--- config.mk ---
export PLATFORM = sky130hd
export DESIGN_NAME = hi2c_embedded_function_wrapper
export DESIGN_NICKNAME = d
export VERILOG_FILES = /design/src/hi2c_pkg.sv /design/src/hi2c_embedded_function_wrapper.sv /design/src/hi2c_sync.sv
export SDC_FILE = /design/constraint.sdc
export NUM_CORES = 1
export LEC_CHECK = 0
export BUFFER_PORTS_ARGS = -buffer_cell sky130_fd_sc_hd__buf_2
export CAP_MARGIN = 20
export CELL_PAD_IN_SITES_DETAIL_PLACEMENT = 0
export CELL_PAD_IN_SITES_GLOBAL_PLACEMENT = 1
export CORE_UTILIZATION = 38
export CTS_CLUSTER_SIZE = 24
export DETAILED_ROUTE_END_ITERATION = 8
export GPL_TIMING_DRIVEN = 0
export PLACE_DENSITY_LB_ADDON = 0.1
export SLEW_MARGIN = 20
export SYNTH_ARGS = -nofsm -noshare
export SYNTH_HDL_FRONTEND = slang
export SYNTH_SLANG_ARGS = --single-unit
export TNS_END_PERCENT = 20
--- constraint.sdc ---
create_clock -name pclk -period 4.08 [get_ports pclk]
set_input_delay 0.408 -clock pclk [delete_from_list [all_inputs] [get_ports pclk]]
set_output_delay 0.408 -clock pclk [all_outputs]
set_load 0.01 [all_outputs]
--- src/hi2c_pkg.sv ---
/*
  Shared constants for the two-wire serial core pair: register offsets,
  field positions, reset values, bus timing and state encodings.
  Assumes a 250 MHz APB clock and byte-wide registers in 32-bit words.
*/
`default_nettype none

package hi2c_pkg;

  // ------------------------------------------------------------------
  // Timing.
  // ------------------------------------------------------------------
  localparam int unsigned CLK_HZ = 250_000_000;
  localparam int unsigned SCL_MAX_HZ = 400_000;
  // Shortest quarter bit period, rounded up so the line never beats 400 kHz.
  localparam int unsigned QTR_MIN = (CLK_HZ + 4 * SCL_MAX_HZ - 1) / (4 * SCL_MAX_HZ);
  localparam logic [15:0] QTR_MIN_W = 16'(QTR_MIN);

  // ------------------------------------------------------------------
  // Register map: core n sits at byte address n * 64, picked by address bit CORE_SEL_BIT.
  // ------------------------------------------------------------------
  localparam int APB_AW = 12;
  localparam int NCORE = 2;
  localparam int CORE_SEL_BIT = 6;
  localparam logic [5:0] OFS_CTRL = 6'h00;
  localparam logic [5:0] OFS_CMD = 6'h04;
  localparam logic [5:0] OFS_DIVLO = 6'h08;
  localparam logic [5:0] OFS_DIVHI = 6'h0C;
  localparam logic [5:0] OFS_TXD = 6'h10;
  localparam logic [5:0] OFS_RXD = 6'h14;
  localparam logic [5:0] OFS_SADLO = 6'h18;
  localparam logic [5:0] OFS_SADHI = 6'h1C;
  localparam logic [5:0] OFS_STAT = 6'h20;
  localparam logic [5:0] OFS_ISTAT = 6'h24;
  localparam logic [5:0] OFS_IMASK = 6'h28;

  // ------------------------------------------------------------------
  // Field positions.
  // ------------------------------------------------------------------
  localparam int CTRL_EN = 0;
  localparam int CTRL_MST = 1;
  localparam int CTRL_TEN = 2;
  localparam int CTRL_GC = 3;
  localparam int CTRL_WAKE = 4;
  localparam int CMD_STA = 0;
  localparam int CMD_STO = 1;
  localparam int CMD_RD = 2;
  localparam int CMD_WR = 3;
  localparam int CMD_NAK = 4;
  localparam int STAT_BUSY = 0;
  localparam int STAT_TIP = 1;
  localparam int STAT_RXNAK = 2;
  localparam int STAT_ARBL = 3;
  localparam int STAT_ADDR = 4;
  localparam int STAT_SRW = 5;
  localparam int STAT_GC = 6;
  localparam int IRQ_BYTE = 0;
  localparam int IRQ_ARB = 1;
  localparam int IRQ_ADR = 2;
  localparam int IRQ_STOP = 3;

  // ------------------------------------------------------------------
  // Reset values and fixed codes.
  // ------------------------------------------------------------------
  localparam logic [7:0] CTRL_RST = 8'h00;
  localparam logic [7:0] BYTE_RST = 8'h00;
  localparam logic [9:0] SAD_RST = 10'h000;
  localparam logic [3:0] IRQ_RST = 4'h0;
  localparam logic [6:0] GC_ADDR = 7'h00;
  localparam logic [4:0] TEN_PREFIX = 5'h1E;
  localparam logic [3:0] ACK_SLOT = 4'h8;

  typedef enum logic [1:0] {
    M_IDLE = 2'b00,
    M_START = 2'b01,
    M_BYTE = 2'b10,
    M_STOP = 2'b11
  } hi2c_mst_e;

  typedef enum logic [2:0] {
    S_IDLE = 3'b000,
    S_ADR1 = 3'b001,
    S_ADR2 = 3'b010,
    S_RX = 3'b011,
    S_TX = 3'b100,
    S_HOLD = 3'b101
  } hi2c_slv_e;

endpackage

`default_nettype wire

--- src/hi2c_embedded_function_wrapper.sv ---
/*
  Pair of two-wire serial cores with an APB register slave, per-core
  interrupt and wake/standby outputs.
  Assumes external pull-ups on both lines and a 250 MHz pclk.
*/
`timescale 1ns/1ns
`default_nettype none

module hi2c_embedded_function_wrapper
  import hi2c_pkg::*;
(
  // Clock and reset.
  input wire logic pclk,
  input wire logic presetn,
  // APB slave.
  input wire logic psel,
  input wire logic penable,
  input wire logic pwrite,
  input wire logic [APB_AW-1:0] paddr,
  input wire logic [31:0] pwdata,
  output logic [31:0] prdata,
  output logic pready,
  output logic pslverr,
  // Clock lines, index 0 on fixed pads, index 1 on user pads.
  input wire logic [NCORE-1:0] scl_i,
  output logic [NCORE-1:0] scl_o,
  output logic [NCORE-1:0] scl_oe,
  // Data lines.
  input wire logic [NCORE-1:0] sda_i,
  output logic [NCORE-1:0] sda_o,
  output logic [NCORE-1:0] sda_oe,
  // Interrupts and power module requests.
  output logic [NCORE-1:0] irq,
  output logic [NCORE-1:0] wake_req,
  output logic [NCORE-1:0] stdby_req
);

  // ------------------------------------------------------------------
  // APB decode. One wait state lets the read data come from a flop.
  // ------------------------------------------------------------------
  logic pready_reg;
  logic pslverr_reg;
  logic [31:0] prdata_reg;
  logic acc;
  logic hit;
  logic [7:0] core_rd [NCORE];

  assign acc = psel & penable & pready_reg;
  assign hit = (paddr[APB_AW-1:CORE_SEL_BIT+1] == '0) && (paddr[1:0] == 2'b00)
    && (paddr[5:0] <= OFS_IMASK);
  assign pready = pready_reg;
  assign pslverr = pslverr_reg;
  assign prdata = prdata_reg;

  // Answer every access one cycle after its access phase opens.
  always_ff @(posedge pclk or negedge presetn) begin
    if (!presetn) begin
      pready_reg <= 1'b0;
      pslverr_reg <= 1'b0;
      prdata_reg <= 32'h0000_0000;
    end else if (psel && penable && !pready_reg) begin
      pready_reg <= 1'b1;
      pslverr_reg <= !hit;
      prdata_reg <= (hit && !pwrite) ? {24'h00_0000, core_rd[paddr[CORE_SEL_BIT]]}
        : 32'h0000_0000;
    end else begin
      pready_reg <= 1'b0;
      pslverr_reg <= 1'b0;
    end
  end

  // ------------------------------------------------------------------
  // Per-core logic; both copies are the same.
  // ------------------------------------------------------------------
  for (genvar c = 0; c < NCORE; c++) begin : g_core
    logic wr;
    logic [5:0] ofs;
    logic scl_s;
    logic sda_s;
    logic scl_p_reg;
    logic sda_p_reg;
    logic scl_rise;
    logic scl_fall;
    logic start_det;
    logic stop_det;
    logic [7:0] ctrl_reg;
    logic [15:0] div_reg;
    logic [15:0] div_eff;
    logic [7:0] txd_reg;
    logic [7:0] rxd_reg;
    logic [9:0] sad_reg;
    logic [3:0] ist_reg;
    logic [3:0] imask_reg;
    logic [3:0] ev;
    logic busy_reg;
    logic rxnak_reg;
    logic arbl_reg;
    logic gch_reg;
    logic srw_reg;
    logic ten_hit_reg;
    logic irq_reg;
    logic wake_reg;
    logic stdby_reg;
    logic sda_oe_reg;
    logic mst_on;
    logic slv_on;
    hi2c_mst_e mst_reg;
    logic [1:0] ph_reg;
    logic [15:0] qcnt_reg;
    logic tick;
    logic [3:0] bcnt_reg;
    logic [7:0] sh_reg;
    logic scl_drv_reg;
    logic sda_drv_reg;
    logic own_reg;
    logic pend_sta_reg;
    logic pend_byte_reg;
    logic pend_rd_reg;
    logic pend_sto_reg;
    logic nak_out_reg;
    logic m_byte_ev;
    logic m_arb_ev;
    hi2c_slv_e sst_reg;
    hi2c_slv_e snxt_reg;
    logic [3:0] sbc_reg;
    logic [7:0] ssh_reg;
    logic s_sda_reg;
    logic s_byte_ev;
    logic s_adr_ev;
    logic m7;
    logic gc;
    logic t1;

    hi2c_sync #(.RST_VAL(1'b1)) u_scl (
      .pclk(pclk),
      .presetn(presetn),
      .d_in(scl_i[c]),
      .q(scl_s)
    );
    hi2c_sync #(.RST_VAL(1'b1)) u_sda (
      .pclk(pclk),
      .presetn(presetn),
      .d_in(sda_i[c]),
      .q(sda_s)
    );

    assign ofs = paddr[5:0];
    assign wr = acc & pwrite & hit & (paddr[CORE_SEL_BIT] == 1'(c));
    assign mst_on = ctrl_reg[CTRL_EN] & ctrl_reg[CTRL_MST];
    assign slv_on = ctrl_reg[CTRL_EN] & !ctrl_reg[CTRL_MST];
    // A divider set below the floor is raised to it.
    assign div_eff = (div_reg < QTR_MIN_W) ? QTR_MIN_W : div_reg;
    assign tick = (qcnt_reg == 16'h0000);
    assign scl_rise = scl_s & !scl_p_reg;
    assign scl_fall = !scl_s & scl_p_reg;
    assign start_det = scl_s & scl_p_reg & sda_p_reg & !sda_s;
    assign stop_det = scl_s & scl_p_reg & !sda_p_reg & sda_s;
    assign ev = {stop_det & ctrl_reg[CTRL_EN], s_adr_ev, m_arb_ev, m_byte_ev | s_byte_ev};

    // Address compare for the first byte after a start.
    assign m7 = !ctrl_reg[CTRL_TEN] && (ssh_reg[7:1] == sad_reg[6:0]);
    assign gc = ctrl_reg[CTRL_GC] && (ssh_reg[7:1] == GC_ADDR) && !ssh_reg[0];
    assign t1 = ctrl_reg[CTRL_TEN] && (ssh_reg[7:3] == TEN_PREFIX)
      && (ssh_reg[2:1] == sad_reg[9:8]);

    // Register read mux.
    always_comb begin
      case (ofs)
        OFS_CTRL: core_rd[c] = ctrl_reg;
        OFS_DIVLO: core_rd[c] = div_reg[7:0];
        OFS_DIVHI: core_rd[c] = div_reg[15:8];
        OFS_TXD: core_rd[c] = txd_reg;
        OFS_RXD: core_rd[c] = rxd_reg;
        OFS_SADLO: core_rd[c] = sad_reg[7:0];
        OFS_SADHI: core_rd[c] = {6'h00, sad_reg[9:8]};
        OFS_STAT: core_rd[c] = {1'b0, gch_reg, srw_reg,
          (sst_reg == S_RX) || (sst_reg == S_TX), arbl_reg, rxnak_reg,
          (mst_reg != M_IDLE) | pend_sta_reg | pend_byte_reg | pend_sto_reg, busy_reg};
        OFS_ISTAT: core_rd[c] = {4'h0, ist_reg};
        OFS_IMASK: core_rd[c] = {4'h0, imask_reg};
        default: core_rd[c] = 8'h00;
      endcase
    end

    // Software-owned settings.
    always_ff @(posedge pclk or negedge presetn) begin
      if (!presetn) begin
        ctrl_reg <= CTRL_RST;
        div_reg <= QTR_MIN_W;
        txd_reg <= BYTE_RST;
        sad_reg <= SAD_RST;
        imask_reg <= IRQ_RST;
      end else if (wr) begin
        if (ofs == OFS_CTRL) ctrl_reg <= pwdata[7:0];
        if (ofs == OFS_DIVLO) div_reg[7:0] <= pwdata[7:0];
        if (ofs == OFS_DIVHI) div_reg[15:8] <= pwdata[7:0];
        if (ofs == OFS_TXD) txd_reg <= pwdata[7:0];
        if (ofs == OFS_SADLO) sad_reg[7:0] <= pwdata[7:0];
        if (ofs == OFS_SADHI) sad_reg[9:8] <= pwdata[1:0];
        if (ofs == OFS_IMASK) imask_reg <= pwdata[3:0];
      end
    end

    // Sticky events; a new event outweighs a write-one clear.
    always_ff @(posedge pclk or negedge presetn) begin
      if (!presetn) begin
        ist_reg <= IRQ_RST;
        irq_reg <= 1'b0;
      end else begin
        ist_reg <= (ist_reg & ~((wr && ofs == OFS_ISTAT) ? pwdata[3:0] : 4'h0)) | ev;
        irq_reg <= |(ist_reg & imask_reg);
      end
    end

    // Line history, bus busy and the power module requests.
    always_ff @(posedge pclk or negedge presetn) begin
      if (!presetn) begin
        scl_p_reg <= 1'b1;
        sda_p_reg <= 1'b1;
        busy_reg <= 1'b0;
        wake_reg <= 1'b0;
        stdby_reg <= 1'b0;
        sda_oe_reg <= 1'b0;
      end else begin
        scl_p_reg <= scl_s;
        sda_p_reg <= sda_s;
        if (start_det) busy_reg <= 1'b1;
        else if (stop_det) busy_reg <= 1'b0;
        wake_reg <= ctrl_reg[CTRL_WAKE] & s_adr_ev;
        stdby_reg <= ctrl_reg[CTRL_WAKE] & ctrl_reg[CTRL_EN] & !busy_reg
          & (sst_reg == S_IDLE) & (mst_reg == M_IDLE);
        // Data is pulled low only by the side now sending.
        sda_oe_reg <= sda_drv_reg | s_sda_reg;
      end
    end

    // Quarter-period timer; it halts while another party holds the clock low.
    always_ff @(posedge pclk or negedge presetn) begin
      if (!presetn) begin
        qcnt_reg <= QTR_MIN_W;
      end else if (mst_reg == M_IDLE || tick) begin
        qcnt_reg <= div_eff - 16'h0001;
      end else if (scl_drv_reg || scl_s) begin
        qcnt_reg <= qcnt_reg - 16'h0001;
      end
    end

    // Master sequencer: start, byte with ack slot, stop.
    always_ff @(posedge pclk or negedge presetn) begin
      if (!presetn) begin
        mst_reg <= M_IDLE;
        ph_reg <= 2'b00;
        bcnt_reg <= 4'h0;
        sh_reg <= BYTE_RST;
        scl_drv_reg <= 1'b0;
        sda_drv_reg <= 1'b0;
        own_reg <= 1'b0;
        pend_sta_reg <= 1'b0;
        pend_byte_reg <= 1'b0;
        pend_rd_reg <= 1'b0;
        pend_sto_reg <= 1'b0;
        nak_out_reg <= 1'b0;
        rxnak_reg <= 1'b0;
        arbl_reg <= 1'b0;
        rxd_reg <= BYTE_RST;
        m_byte_ev <= 1'b0;
        m_arb_ev <= 1'b0;
      end else begin
        m_byte_ev <= 1'b0;
        m_arb_ev <= 1'b0;
        if (s_byte_ev) rxd_reg <= ssh_reg;
        if (!mst_on) begin
          // Leaving master mode frees the clock line at once.
          mst_reg <= M_IDLE;
          scl_drv_reg <= 1'b0;
          sda_drv_reg <= 1'b0;
          own_reg <= 1'b0;
          pend_sta_reg <= 1'b0;
          pend_byte_reg <= 1'b0;
          pend_sto_reg <= 1'b0;
        end else if (mst_reg == M_IDLE) begin
          if (wr && ofs == OFS_CMD) begin
            pend_sta_reg <= pwdata[CMD_STA];
            pend_sto_reg <= pwdata[CMD_STO];
            pend_byte_reg <= pwdata[CMD_RD] | pwdata[CMD_WR];
            pend_rd_reg <= pwdata[CMD_RD];
            nak_out_reg <= pwdata[CMD_NAK];
          end else if (pend_sta_reg && (!busy_reg || own_reg)) begin
            mst_reg <= M_START;
            arbl_reg <= 1'b0;
          end else if (pend_byte_reg && own_reg) begin
            mst_reg <= M_BYTE;
            bcnt_reg <= 4'h0;
            sh_reg <= pend_rd_reg ? 8'hFF : txd_reg;
          end else if (pend_sto_reg && own_reg) begin
            mst_reg <= M_STOP;
          end
          ph_reg <= 2'b00;
        end else if (tick) begin
          ph_reg <= ph_reg + 2'b01;
          case (mst_reg)
            M_START: begin
              case (ph_reg)
                2'b00: sda_drv_reg <= 1'b0;
                2'b01: scl_drv_reg <= 1'b0;
                2'b10: sda_drv_reg <= 1'b1;
                default: begin
                  scl_drv_reg <= 1'b1;
                  own_reg <= 1'b1;
                  pend_sta_reg <= 1'b0;
                  mst_reg <= M_IDLE;
                end
              endcase
            end
            M_BYTE: begin
              case (ph_reg)
                2'b00: sda_drv_reg <= (bcnt_reg == ACK_SLOT) ? (pend_rd_reg & !nak_out_reg)
                  : (!pend_rd_reg & !sh_reg[7]);
                2'b01: scl_drv_reg <= 1'b0;
                2'b10: sda_drv_reg <= sda_drv_reg;
                default: begin
                  scl_drv_reg <= 1'b1;
                  if (bcnt_reg != ACK_SLOT && !pend_rd_reg && sh_reg[7] && !sda_s) begin
                    // Another master won the bit; let go of both lines.
                    scl_drv_reg <= 1'b0;
                    sda_drv_reg <= 1'b0;
                    own_reg <= 1'b0;
                    arbl_reg <= 1'b1;
                    m_arb_ev <= 1'b1;
                    pend_byte_reg <= 1'b0;
                    pend_sto_reg <= 1'b0;
                    mst_reg <= M_IDLE;
                  end else if (bcnt_reg == ACK_SLOT) begin
                    rxnak_reg <= sda_s;
                    if (pend_rd_reg) rxd_reg <= sh_reg;
                    pend_byte_reg <= 1'b0;
                    m_byte_ev <= 1'b1;
                    mst_reg <= M_IDLE;
                  end else begin
                    sh_reg <= {sh_reg[6:0], sda_s};
                    bcnt_reg <= bcnt_reg + 4'h1;
                  end
                end
              endcase
            end
            M_STOP: begin
              case (ph_reg)
                2'b00: sda_drv_reg <= 1'b1;
                2'b01: scl_drv_reg <= 1'b0;
                2'b10: sda_drv_reg <= 1'b0;
                default: begin
                  own_reg <= 1'b0;
                  pend_sto_reg <= 1'b0;
                  mst_reg <= M_IDLE;
                end
              endcase
            end
            default: mst_reg <= M_IDLE;
          endcase
        end
      end
    end

    // Slave receiver and transmitter, stepped by clock line edges.
    always_ff @(posedge pclk or negedge presetn) begin
      if (!presetn) begin
        sst_reg <= S_IDLE;
        snxt_reg <= S_IDLE;
        sbc_reg <= 4'h0;
        ssh_reg <= BYTE_RST;
        s_sda_reg <= 1'b0;
        srw_reg <= 1'b0;
        gch_reg <= 1'b0;
        ten_hit_reg <= 1'b0;
        s_byte_ev <= 1'b0;
        s_adr_ev <= 1'b0;
      end else begin
        s_byte_ev <= 1'b0;
        s_adr_ev <= 1'b0;
        if (!slv_on || stop_det) begin
          sst_reg <= S_IDLE;
          s_sda_reg <= 1'b0;
          ten_hit_reg <= 1'b0;
        end else if (start_det) begin
          // The clock fall that closes a start carries no bit, so park in the
          // ack slot and let that fall only rearm the bit counter.
          sst_reg <= S_ADR1;
          sbc_reg <= ACK_SLOT;
          snxt_reg <= S_ADR1;
          s_sda_reg <= 1'b0;
        end else if (sst_reg != S_IDLE && sst_reg != S_HOLD) begin
          if (scl_rise && sbc_reg != ACK_SLOT && sst_reg != S_TX) begin
            ssh_reg <= {ssh_reg[6:0], sda_s};
          end else if (scl_rise && sst_reg == S_TX && sda_s) begin
            snxt_reg <= S_HOLD;
          end else if (scl_fall && sbc_reg < 4'h7) begin
            sbc_reg <= sbc_reg + 4'h1;
            if (sst_reg == S_TX) begin
              ssh_reg <= {ssh_reg[6:0], 1'b1};
              s_sda_reg <= !ssh_reg[6];
            end
          end else if (scl_fall && sbc_reg == 4'h7) begin
            sbc_reg <= ACK_SLOT;
            s_sda_reg <= 1'b1;
            snxt_reg <= sst_reg;
            case (sst_reg)
              S_ADR1: begin
                if (m7 || gc || (t1 && ssh_reg[0] && ten_hit_reg)) begin
                  srw_reg <= ssh_reg[0];
                  gch_reg <= gc;
                  s_adr_ev <= 1'b1;
                  snxt_reg <= ssh_reg[0] ? S_TX : S_RX;
                end else if (t1 && !ssh_reg[0]) begin
                  snxt_reg <= S_ADR2;
                end else begin
                  s_sda_reg <= 1'b0;
                  snxt_reg <= S_HOLD;
                end
              end
              S_ADR2: begin
                if (ssh_reg == sad_reg[7:0]) begin
                  ten_hit_reg <= 1'b1;
                  srw_reg <= 1'b0;
                  gch_reg <= 1'b0;
                  s_adr_ev <= 1'b1;
                  snxt_reg <= S_RX;
                end else begin
                  s_sda_reg <= 1'b0;
                  snxt_reg <= S_HOLD;
                end
              end
              S_RX: s_byte_ev <= 1'b1;
              default: s_sda_reg <= 1'b0;
            endcase
          end else if (scl_fall) begin
            sbc_reg <= 4'h0;
            sst_reg <= snxt_reg;
            if (snxt_reg == S_TX) begin
              ssh_reg <= txd_reg;
              s_sda_reg <= !txd_reg[7];
            end else begin
              s_sda_reg <= 1'b0;
            end
          end
        end
      end
    end

    // Open-drain outputs: the driven level is always low.
    assign scl_o[c] = 1'b0;
    assign sda_o[c] = 1'b0;
    assign scl_oe[c] = scl_drv_reg;
    assign sda_oe[c] = sda_oe_reg;
    assign irq[c] = irq_reg;
    assign wake_req[c] = wake_reg;
    assign stdby_req[c] = stdby_reg;
  end

endmodule

`default_nettype wire

--- src/hi2c_sync.sv ---
/*
  Two-flop synchroniser for one line arriving from outside the pclk domain.
  Assumes the caller reads only q; the first stage is private.
*/
`timescale 1ns/1ns
`default_nettype none

module hi2c_sync #(
  parameter logic RST_VAL = 1'b1
) (
  // Clock and reset.
  input wire logic pclk,
  input wire logic presetn,
  // Line in and synchronised level out.
  input wire logic d_in,
  output logic q
);

  logic meta_reg;

  // ----------------------------------------------------------------
  // Two stages; an idle two-wire line rests high, hence the reset value.
  // ----------------------------------------------------------------
  always_ff @(posedge pclk or negedge presetn) begin
    if (!presetn) begin
      meta_reg <= RST_VAL;
      q <= RST_VAL;
    end else begin
      meta_reg <= d_in;
      q <= meta_reg;
    end
  end

endmodule

`default_nettype wire
==> flow_metrics.env, run 1 <==
export IMPL_use_met1_pct=35.7
export IMPL_startpoint_type="register"
export IMPL_worstHoldEndpoint="g_core[1].txd_reg[4]"
export IMPL_yosysWarnings=0
export IMPL_critPathKind="register to register"
export IMPL_finalSetupTns_ps=0
export IMPL_tritoncts="yes"
export IMPL_grt_max_degree=95
export IMPL_initial_core_util_pct=38.9
export IMPL_synth_top_area_share_pct=39.4
export IMPL_ant_nets=0
export IMPL_clk_path_buf_depth=3
export IMPL_drc=0
export IMPL_cp_slowest_cell="or4_1"
export IMPL_yosysSeqAreaShare_pct=44.6
export IMPL_finalHoldViolations=0
export IMPL_die_w_um=207
export IMPL_path_buf_inv=2
export IMPL_io_pin_count=101
export IMPL_synth_async_reset_ratio_pct=100
export IMPL_maxSlewHeadroom_pct=25.8
export IMPL_synth_edff_count=0
export IMPL_ys_flop_type="dfrtp_1"
export IMPL_yosys_top_cells_area="dfrtp_1, mux2_2, dfstp_2, mux2i_1, o21ai_0"
export IMPL_grt_util_met2_pct=35.0
export IMPL_worstPathCellList="nor4_4 > nand3_2 > o21ai_4 > buf_2 > nand2_1 > o22ai_1 > ha_2 > inv_1 > nor4_4 > nand3_1 > or4_1 > a32oi_1 > o22ai_1"
export IMPL_grt_usage_pct=24.1
export IMPL_power_per_cell_area_nw_per_um2=341
export IMPL_min_from="pwdata[4]"
export IMPL_grtUsageMet3_pct=4.33
export IMPL_skew_ps=19.3
export IMPL_fp_dieArea_um2=43000
export IMPL_clock_latency_ps=550
export IMPL_critPathMaxFanout=10
export IMPL_arrival_ps=4190
export IMPL_synthesis_instances=1653
export IMPL_finalSetupViolCount=0
export IMPL_drive_above_1_share_pct=20.2
export IMPL_ys_seq_elements=284
export IMPL_grt_ovfl_total=0
export IMPL_globalRoute_busiestLayer="met1"
export IMPL_timing_rr_start="g_core[0].qcnt_reg[4]"
export IMPL_p_leak_uw=0.00837
export IMPL_core_area_um2=41200
export IMPL_cp_top_family="simple AND/OR/NAND/NOR gates"
export IMPL_holdPathStages=2
export IMPL_final_cell_mix="dfrtp_1, nand2_1, nor2_1"
export IMPL_synth_area_leader_cell="dfrtp_1"
export IMPL_cts_sinks=284
export IMPL_antenna_found_initial=1
export IMPL_rrSetupSlack_ps=300
export IMPL_grt_pass1_wl_um=80300
export IMPL_drv_slew=0
export IMPL_hold_path_class="primary input to register"
export IMPL_pre_cts_ws_ps=-1040
export IMPL_cts_inserted_buffers=36
export IMPL_num_nets_final=1851
export IMPL_worstMarginPinSlew_ps=1110
export IMPL_fin_crit_sh_pct=92.7
export IMPL_wire_per_inst_um=21.9
export IMPL_die_h_um=207
export IMPL_fmaxAchievable_mhz=264
export IMPL_detail_route_vias_per_cell=5.70
export IMPL_critical_path_required_ps=4480
export IMPL_rsz0062_at_grt="false"
export IMPL_hpwl_um=37100
export IMPL_drt_total_wl_um=51200
export IMPL_outcome="complete, no violations"
export IMPL_rows=74
export IMPL_ys_types=84
export IMPL_syn_area_um2=16000
export IMPL_gp_congestion=0.858
export IMPL_port_buffers=38
export IMPL_crit_path_end_kind="register"
export IMPL_syn_mean_instance_area_um2=9.69
export IMPL_htree_levels=2
export IMPL_grt_pass1_vias=13100
export IMPL_slowest_delay_ps=430
export IMPL_fillCellCount=3904
export IMPL_period_needed_ps=3780
export IMPL_worst_slack_ps=296
export IMPL_clock_tree_root_cell="clkbuf_16"
export IMPL_cap_violations=0
export IMPL_area_growth_pct=16.1
export IMPL_crit_reg2reg_capture="g_core[0].qcnt_reg[12]"
export IMPL_final_common_cell="dfrtp_1"
export IMPL_first_iter_violations=1095
export IMPL_clkTransAtPathRegs_ps=60
export IMPL_reg2reg_depth=13
export IMPL_via_count=13300
export IMPL_dr_pass1_iters=6
export IMPL_ir_worst_vdd_mv=0.203
[metrics by stage]
stage / std cells / util [%] / power [µW] / area, µm² / hold WS, ps
2_1_floorplan: 1680 / - / 3000 / 16100 / 112
5_1_grt: 2333 / 45.2 / 6560 / 18600 / 145
4_1_cts: 2327 / 44.9 / 6450 / 18500 / 125
3_3_place_gp: 2250 / 41.2 / 3140 / 17000 / 347
3_5_place_dp: 2254 / 41.5 / 3150 / 17100 / 347
6_report: 2334 / 45.2 / 6350 / 18600 / 164
[layout make-up]
| class | count | area (µm²) | share of cell area (%) |
|---|---|---|---|
| Clock inverter | 10 | 133 | 0.713 |
| Tap cell | 532 | 666 | 3.58 |
| Multi-Input combinational cell | 1224 | 8390 | 45.1 |
| Inverter | 47 | 178 | 0.955 |
| Buffer | 124 | 621 | 3.34 |
| Clock buffer | 55 | 1050 | 5.66 |
| Timing Repair Buffer | 57 | 413 | 2.22 |
| Antenna cell | 1 | 2.50 | 0.0134 |
| Sequential cell | 284 | 7150 | 38.4 |
[logic make-up (layout without fill, tap and decap cells)]
group / Yosys count / after routing / synth area share [%]
mux: 178 / 178 / 12.1
compound gates: 361 / 361 / 14.5
other cells: 1 / 29 / 0.0234
flops: 284 / 284 / 44.6
xor+xnor: 75 / 75 / 4.10
buf+inv: 172 / 293 / 5.00
fa+ha+maj: 24 / 24 / 1.87
simple gates: 558 / 558 / 17.8
[what timing repair did]
action,4_1_cts,5_1_grt
cloned,0,0
endpoints found under the setup margin,8,8
pin swaps,8,10
resized for setup,23,14
setup buffers,4,6
hold endpoints to repair,49,0
hold buffers,5,0
[per-layer routing]
layer	share of wire (%)	routed length (µm)	vias up
met3	5.7	2930	87
met2	43	21900	393
met4	2.6	1360	2
met1	49	25000	6615
met5	0.025	13	-
li1	-	-	6197
[worst max-delay path by stage]
stage / startpoint / endpoint / slack [ps] / depth (start not counted)
global placement: presetn / g_core[1].qcnt_reg[14] / -3050 / 1
global route: g_core[0].qcnt_reg[12] / g_core[0].qcnt_reg[12] / 40 / 13
CTS: g_core[1].qcnt_reg[2] / g_core[1].qcnt_reg[6] / 20 / 15
floorplan: g_core[1].qcnt_reg[9] / g_core[1].qcnt_reg[14] / 30 / 15
detailed placement: g_core[1].qcnt_reg[9] / g_core[1].qcnt_reg[6] / -1040 / 15
finish: g_core[0].qcnt_reg[4] / g_core[0].qcnt_reg[12] / 300 / 13
[report_power, final]
| group | internal [µW] | total (µW) | switching, µW |
|---|---|---|---|
| sequential | 2840 | 2850 | 18.1 |
| clock | 1970 | 3250 | 1270 |
| combinational | 70.2 | 253 | 183 |
[cells in the mapped netlist (all sizes together) (14+ instances only)]
cell type	number
nor4	29
nor2	131
and3	15
inv	46
xor2	39
nand2b	14
o22ai	18
nor2b	22
ha	24
buf	60
clkbuf	65
or3	20
a31oi	18
nand4	17
xnor2	36
dfrtp	252
nand3	53
dfstp	32
a21oi	76
mux2i	56
a221oi	19
mux2	122
nand2	145
o21ai	113
nor3	46
a22oi	16
Power figures use the tool's default switching activity.
==> run 2: changes to the inputs <==
--- a/config.mk
+++ b/config.mk
@@ -10,9 +10,9 @@
 export CELL_PAD_IN_SITES_DETAIL_PLACEMENT = 0
 export CELL_PAD_IN_SITES_GLOBAL_PLACEMENT = 1
 export CORE_UTILIZATION = 38
+export CTS_BUF_LIST = sky130_fd_sc_hd__clkbuf_8
 export CTS_CLUSTER_SIZE = 24
 export DETAILED_ROUTE_END_ITERATION = 8
-export GPL_TIMING_DRIVEN = 0
 export PLACE_DENSITY_LB_ADDON = 0.1
 export SLEW_MARGIN = 20
 export SYNTH_ARGS = -nofsm -noshare
==> run 2 against run 1 <==
Against the previous run: routed wire length shrank 1.4%; final cell count shrank 1.7%; global-route usage shrank 0.35 points; non-clock buffer count shrank 78; clock power shrank 4%; first-iteration DRC count shrank 18%; critical path type unchanged; largest cell class unchanged.
==> flow_metrics.env, run 2 (synthesis gave the netlist of run 1 again) <==
export IMPL_outcome="complete, no violations"
export IMPL_area_growth_pct=13.1
export IMPL_final_common_cell="dfrtp_1"
export IMPL_clk_path_buf_depth=3
export IMPL_detail_route_vias_per_cell=5.66
export IMPL_dr_pass1_iters=5
export IMPL_slowest_delay_ps=480
export IMPL_first_iter_violations=900
export IMPL_timing_rr_start="g_core[1].qcnt_reg[10]"
export IMPL_fin_crit_sh_pct=92.3
export IMPL_cp_top_family="simple AND/OR/NAND/NOR gates"
export IMPL_arrival_ps=4280
export IMPL_core_area_um2=41200
export IMPL_fillCellCount=4066
export IMPL_cts_setup_buffers=0
export IMPL_crit_start="g_core[1].qcnt_reg[10]"
export IMPL_clock_tree_root_cell="clkbuf_8"
export IMPL_instances_no_fill=2294
export IMPL_via_count=13000
export IMPL_hpwl_um=35400
export IMPL_cts_inserted_buffers=55
export IMPL_tritoncts="yes"
export IMPL_finalSetupViolCount=0
export IMPL_fp_dieArea_um2=43000
export IMPL_fmaxAchievable_mhz=265
export IMPL_die_h_um=207
export IMPL_drv_slew=0
export IMPL_gp_congestion=0.818
export IMPL_hold_path_class="primary input to register"
export IMPL_clock_latency_ps=650
export IMPL_path_depth=15
export IMPL_grt_pass1_vias=13100
export IMPL_cp_slowest_cell="or3b_2"
export IMPL_clkTransAtPathRegs_ps=60
export IMPL_power_per_cell_area_nw_per_um2=342
export IMPL_num_nets_final=1792
export IMPL_holdPathStages=4
export IMPL_worstPathCellList="nor4_1 > buf_4 > nand4_1 > nor2_2 > nor2_1 > or3_1 > o21ai_1 > ha_1 > or3b_2 > a2111oi_2 > o211ai_1 > and2_1 > xor2_1 > a22oi_1 > o31ai_1"
export IMPL_min_from="paddr[11]"
export IMPL_grt_ovfl_total=0
export IMPL_path_buf_inv=1
export IMPL_critPathKind="register to register"
export IMPL_ant_nets=0
export IMPL_cap_violations=0
export IMPL_maxSlewHeadroom_pct=36.6
export IMPL_rows=74
export IMPL_p_leak_uw=0.00832
export IMPL_num_antenna_cells=0
export IMPL_finalHoldViolations=0
export IMPL_grt_max_degree=104
export IMPL_final_cell_mix="dfrtp_1, nand2_1, nor2_1"
export IMPL_crit_path_end_kind="register"
export IMPL_io_pin_count=101
export IMPL_htree_levels=2
export IMPL_die_w_um=207
export IMPL_drt_total_wl_um=50500
export IMPL_antenna_found_initial=1
export IMPL_cts_sinks=284
export IMPL_critical_path_required_ps=4590
export IMPL_power_uw=6200
export IMPL_finalSetupTns_ps=0
export IMPL_port_buffers=48
export IMPL_drive_above_1_share_pct=21.7
export IMPL_worstMarginPinSlew_ps=943
export IMPL_drc=0
export IMPL_startpoint_type="register"
export IMPL_grt_usage_pct=23.7
export IMPL_ir_worst_vdd_mv=0.173
export IMPL_period_needed_ps=3770
export IMPL_utilization_pct=44.0
export IMPL_reg2reg_depth=15
export IMPL_critPathMaxFanout=6
export IMPL_skew_ps=15.7
export IMPL_wire_per_inst_um=22.0
export IMPL_initial_core_util_pct=38.9
export IMPL_grt_pass1_wl_um=79500
export IMPL_dp_cells=2185
-- run 2: cell types whose count changed in the layout (fill, tap and decap cells not counted), sizes merged --
cell / delta
diode: -1
bufinv: -1
inv: +11
buf: -14
clkinvlp: +3
clkinv: +6
clkbuf: -44
-- run 2: report_power, final --
| part | switching [µW] | total [µW] | internal (µW) | leakage, µW |
|---|---|---|---|---|
| Combinational | 175 | 225 | 50.0 | 0.00384 |
| Clock | 1360 | 3120 | 1760 | 0.000680 |
| Sequential | 19.3 | 2850 | 2840 | 0.00380 |
-- run 2: final cells by class --
cell class | instances | area [µm²] | share of cell area (%)
clock buffer | 75 | 1030 | 5.69
tap | 532 | 666 | 3.67
timing repair buffer | 103 | 701 | 3.86
inverter | 47 | 176 | 0.973
sequential | 284 | 7150 | 39.4
clock inverter | 29 | 186 | 1.03
multi-input combinational | 1224 | 8220 | 45.3
-- run 2: stage by stage --
stage | area [µm²] | setup slack (ps) | hold WS (ps)
5_1_grt | 18100 | -0.819 | 228
6_report | 18100 | 313 | 219
4_1_cts | 18100 | 218 | 160
2_1_floorplan | 16100 | 26.1 | 112
3_3_place_gp | 16800 | 306 | 346
3_5_place_dp | 16800 | 250 | 347
-- run 2: worst reg2reg max path: cells and delay by family, from the launching register on --
family,cells,cell delay [ps]
AND/OR/NAND/NOR,7,1700
AO/OA/AOI/OAI,5,930
flip-flops,1,440
XOR/XNOR,1,200
adder cells (fa/ha/maj),1,180
buffers and inverters,1,170
-- run 2: final timing paths --
kind                                          to  slack [ps]
max                        g_core[1].qcnt_reg[6]         310
min                                      pslverr         220
max reg2reg                g_core[1].qcnt_reg[6]         310
min reg2reg                    g_core[1].u_scl.q         350
max in group asynchronous  g_core[1].div_reg[14]        2800
min in group asynchronous  g_core[0].scl_drv_reg         280
-- run 2: timing repair --
action	CTS	global route
setup endpoints to repair	0	8
hold endpoints to repair	50	0
gates resized for setup	0	7
hold buffers	5	0
-- run 2: routing by layer --
metal	vias up	share of wire (%)	global-route usage [%]
met2	352	44	35.6
li1	6091	-	-
met3	63	6.3	5.54
met1	6479	48	34.3
met5	-	0.026	0
met4	2	1.7	5.56
==> run 3: changes to the inputs <==
--- a/config.mk
+++ b/config.mk
@@ -5,9 +5,10 @@
 export SDC_FILE = /design/constraint.sdc
 export NUM_CORES = 1
 export LEC_CHECK = 0
+export ABC_CLOCK_PERIOD_IN_PS = 4080
 export BUFFER_PORTS_ARGS = -buffer_cell sky130_fd_sc_hd__buf_2
 export CAP_MARGIN = 20
-export CELL_PAD_IN_SITES_DETAIL_PLACEMENT = 0
+export CELL_PAD_IN_SITES_DETAIL_PLACEMENT = 1
 export CELL_PAD_IN_SITES_GLOBAL_PLACEMENT = 1
 export CORE_UTILIZATION = 38
 export CTS_BUF_LIST = sky130_fd_sc_hd__clkbuf_8
==> run 3 against run 2 <==
Against the previous run: worst setup slack worse by 110 ps; fmax fell by 2.8%; routed wire length up 5.3%; first-iteration DRC count is 11% lower; clock-buffer cell count is 3 lower; clock skew grew 31 ps; via count grew 1.5%; combinational power increased by 2%; die area unchanged; final area is 0.39% lower.
==> flow_metrics.env, run 3 (synthesis gave the netlist of run 1 again) <==
export IMPL_seq_area_um2=7150
export IMPL_power_per_cell_area_nw_per_um2=335
export IMPL_drc=0
export IMPL_area_growth_pct=12.7
export IMPL_maxSlewHeadroom_pct=27.6
export IMPL_die_h_um=207
export IMPL_holdPathStages=2
export IMPL_clkTransAtPathRegs_ps=70
export IMPL_multi_input_area_um2=8220
export IMPL_antenna_found_initial=2
export IMPL_drv_slew=0
export IMPL_cts_sinks=284
export IMPL_crit_start="g_core[1].qcnt_reg[10]"
export IMPL_drt_total_wl_um=53200
export IMPL_first_iter_violations=798
export IMPL_postPlaceCellArea_um2=16800
export IMPL_worstHoldEndpoint="g_core[0].ctrl_reg[7]"
export IMPL_final_common_cell="dfrtp_1"
export IMPL_ant_nets=0
export IMPL_worstMarginPinSlew_ps=1080
export IMPL_final_cell_mix="dfrtp_1, nand2_1, nor2_1"
export IMPL_wire_per_inst_um=23.2
export IMPL_grt_usage_pct=25.0
export IMPL_grt_ovfl_total=0
export IMPL_grt_max_degree=104
export IMPL_rrSetupSlack_ps=200
export IMPL_min_from="pwdata[7]"
export IMPL_fin_area_um2=18100
export IMPL_hold_slack_ps=210
export IMPL_finalHoldViolations=0
export IMPL_cap_violations=0
export IMPL_dr_pass1_iters=5
export IMPL_hpwl_um=37300
export IMPL_finalSetupTns_ps=0
export IMPL_arrival_ps=4420
export IMPL_clock_tree_root_cell="clkbuf_8"
export IMPL_period_needed_ps=3880
export IMPL_p_leak_uw=0.00831
export IMPL_fin_crit_sh_pct=95.0
export IMPL_cts_inserted_buffers=55
export IMPL_reg2reg_depth=15
export IMPL_ir_worst_vdd_mv=0.186
export IMPL_grt_pass1_wl_um=84000
export IMPL_port_buffers=48
export IMPL_fp_dieArea_um2=43000
export IMPL_cts_setup_buffers=0
export IMPL_num_antenna_cells=0
export IMPL_clock_latency_ps=700
export IMPL_timing_rr_start="g_core[1].qcnt_reg[10]"
export IMPL_outcome="complete, no violations"
export IMPL_initial_core_util_pct=38.9
export IMPL_detail_route_vias_per_cell=5.75
export IMPL_io_pin_count=101
export IMPL_crit_reg2reg_capture="g_core[1].qcnt_reg[8]"
export IMPL_grt_pass1_vias=13800
export IMPL_rows=74
export IMPL_skew_ps=46.8
export IMPL_hold_path_class="primary input to register"
export IMPL_critPathMaxFanout=6
export IMPL_fmaxAchievable_mhz=258
export IMPL_num_nets_final=1792
export IMPL_startpoint_type="register"
export IMPL_tritoncts="yes"
export IMPL_core_area_um2=41200
export IMPL_die_w_um=207
export IMPL_htree_levels=2
export IMPL_crit_path_end_kind="register"
export IMPL_rsz0062_at_grt="true"
export IMPL_critPathKind="register to register"
export IMPL_finalSetupViolCount=0
export IMPL_critical_path_required_ps=4630
export IMPL_gp_congestion=0.818
export IMPL_fillCellCount=4621
export IMPL_drive_above_1_share_pct=21.4
export IMPL_via_count=13200
export IMPL_clk_path_buf_depth=3
==> run 3: changes by cell type in the layout (fill, tap and decap cells not counted), sizes merged <==
cell,before,now
clkbuf,75,72
clkinvlp,3,0
clkinv,12,14
bufinv,2,0
inv,59,64
==> run 3: repair_timing <==
action / 4_1_cts / 5_1_grt
hold endpoints to repair: 52 / 0
hold buffers: 5 / 0
resized for setup: 0 / 6
setup endpoints to repair: 0 / 8
==> run 3: report_power, final <==
part / switching [µW] / total, µW / internal (µW)
Sequential: 19.6 / 2860 / 2840
Combinational: 179 / 229 / 50.1
Clock: 1380 / 2970 / 1590
Total: 1580 / 6050 / 4480
==> run 3: routing by layer <==
| layer | wire (µm) | up-vias | global-route usage, % |
|---|---|---|---|
| li1 | - | 6070 | - |
| met4 | 1070 | 4 | 7.05 |
| met5 | 32 | - | 0 |
| met1 | 26200 | 6749 | 36.3 |
| met2 | 23400 | 277 | 37.9 |
| met3 | 2480 | 79 | 4.61 |
==> run 3: cell type report <==
| type | instances | share of cell area [%] |
|---|---|---|
| sequential | 284 | 39.6 |
| tap | 532 | 3.69 |
| multi-input combinational | 1224 | 45.5 |
| clock buffer | 72 | 5.49 |
| clock inverter | 31 | 0.901 |
| inverter | 47 | 0.977 |
| timing repair buffer | 103 | 3.88 |
==> run 3: worst max-delay path by stage <==
| stage | cells past startpoint | to | slack, ps |
|---|---|---|---|
| 3_3_place_gp | 15 | g_core[1].qcnt_reg[12] | 310 |
| 2_1_floorplan | 15 | g_core[1].qcnt_reg[14] | 30 |
| 5_1_grt | 15 | g_core[1].qcnt_reg[8] | -10 |
| 4_1_cts | 15 | g_core[1].qcnt_reg[12] | 100 |
| 3_5_place_dp | 15 | g_core[1].qcnt_reg[12] | 160 |
| 6_report | 15 | g_core[1].qcnt_reg[8] | 200 |
==> run 3: worst max-delay path: stages, from the launching register on <==
cell	delay, ps
dfrtp_1	430
nor4_1	270
buf_4	180
nand4_1	160
nor2_2	170
nor2_1	80
or3_1	350
o21ai_1	110
ha_1	190
or3b_2	490
a2111oi_2	360
o211ai_1	180
and2_1	280
nor3_1	240
xnor2_1	150
mux2i_1	100
==> run 3: through the flow <==
step                worst slack [ps]  util [%]  power, µW  std cells
global route                   -11.9      43.8       6290       2293
detailed placement               156      40.8       3130       2185
floorplan                       26.1         -       3000       1680
finish                           204      43.8       6050       2293
CTS                              101      43.8       6150       2293
global placement                 306      40.8       3130       2185
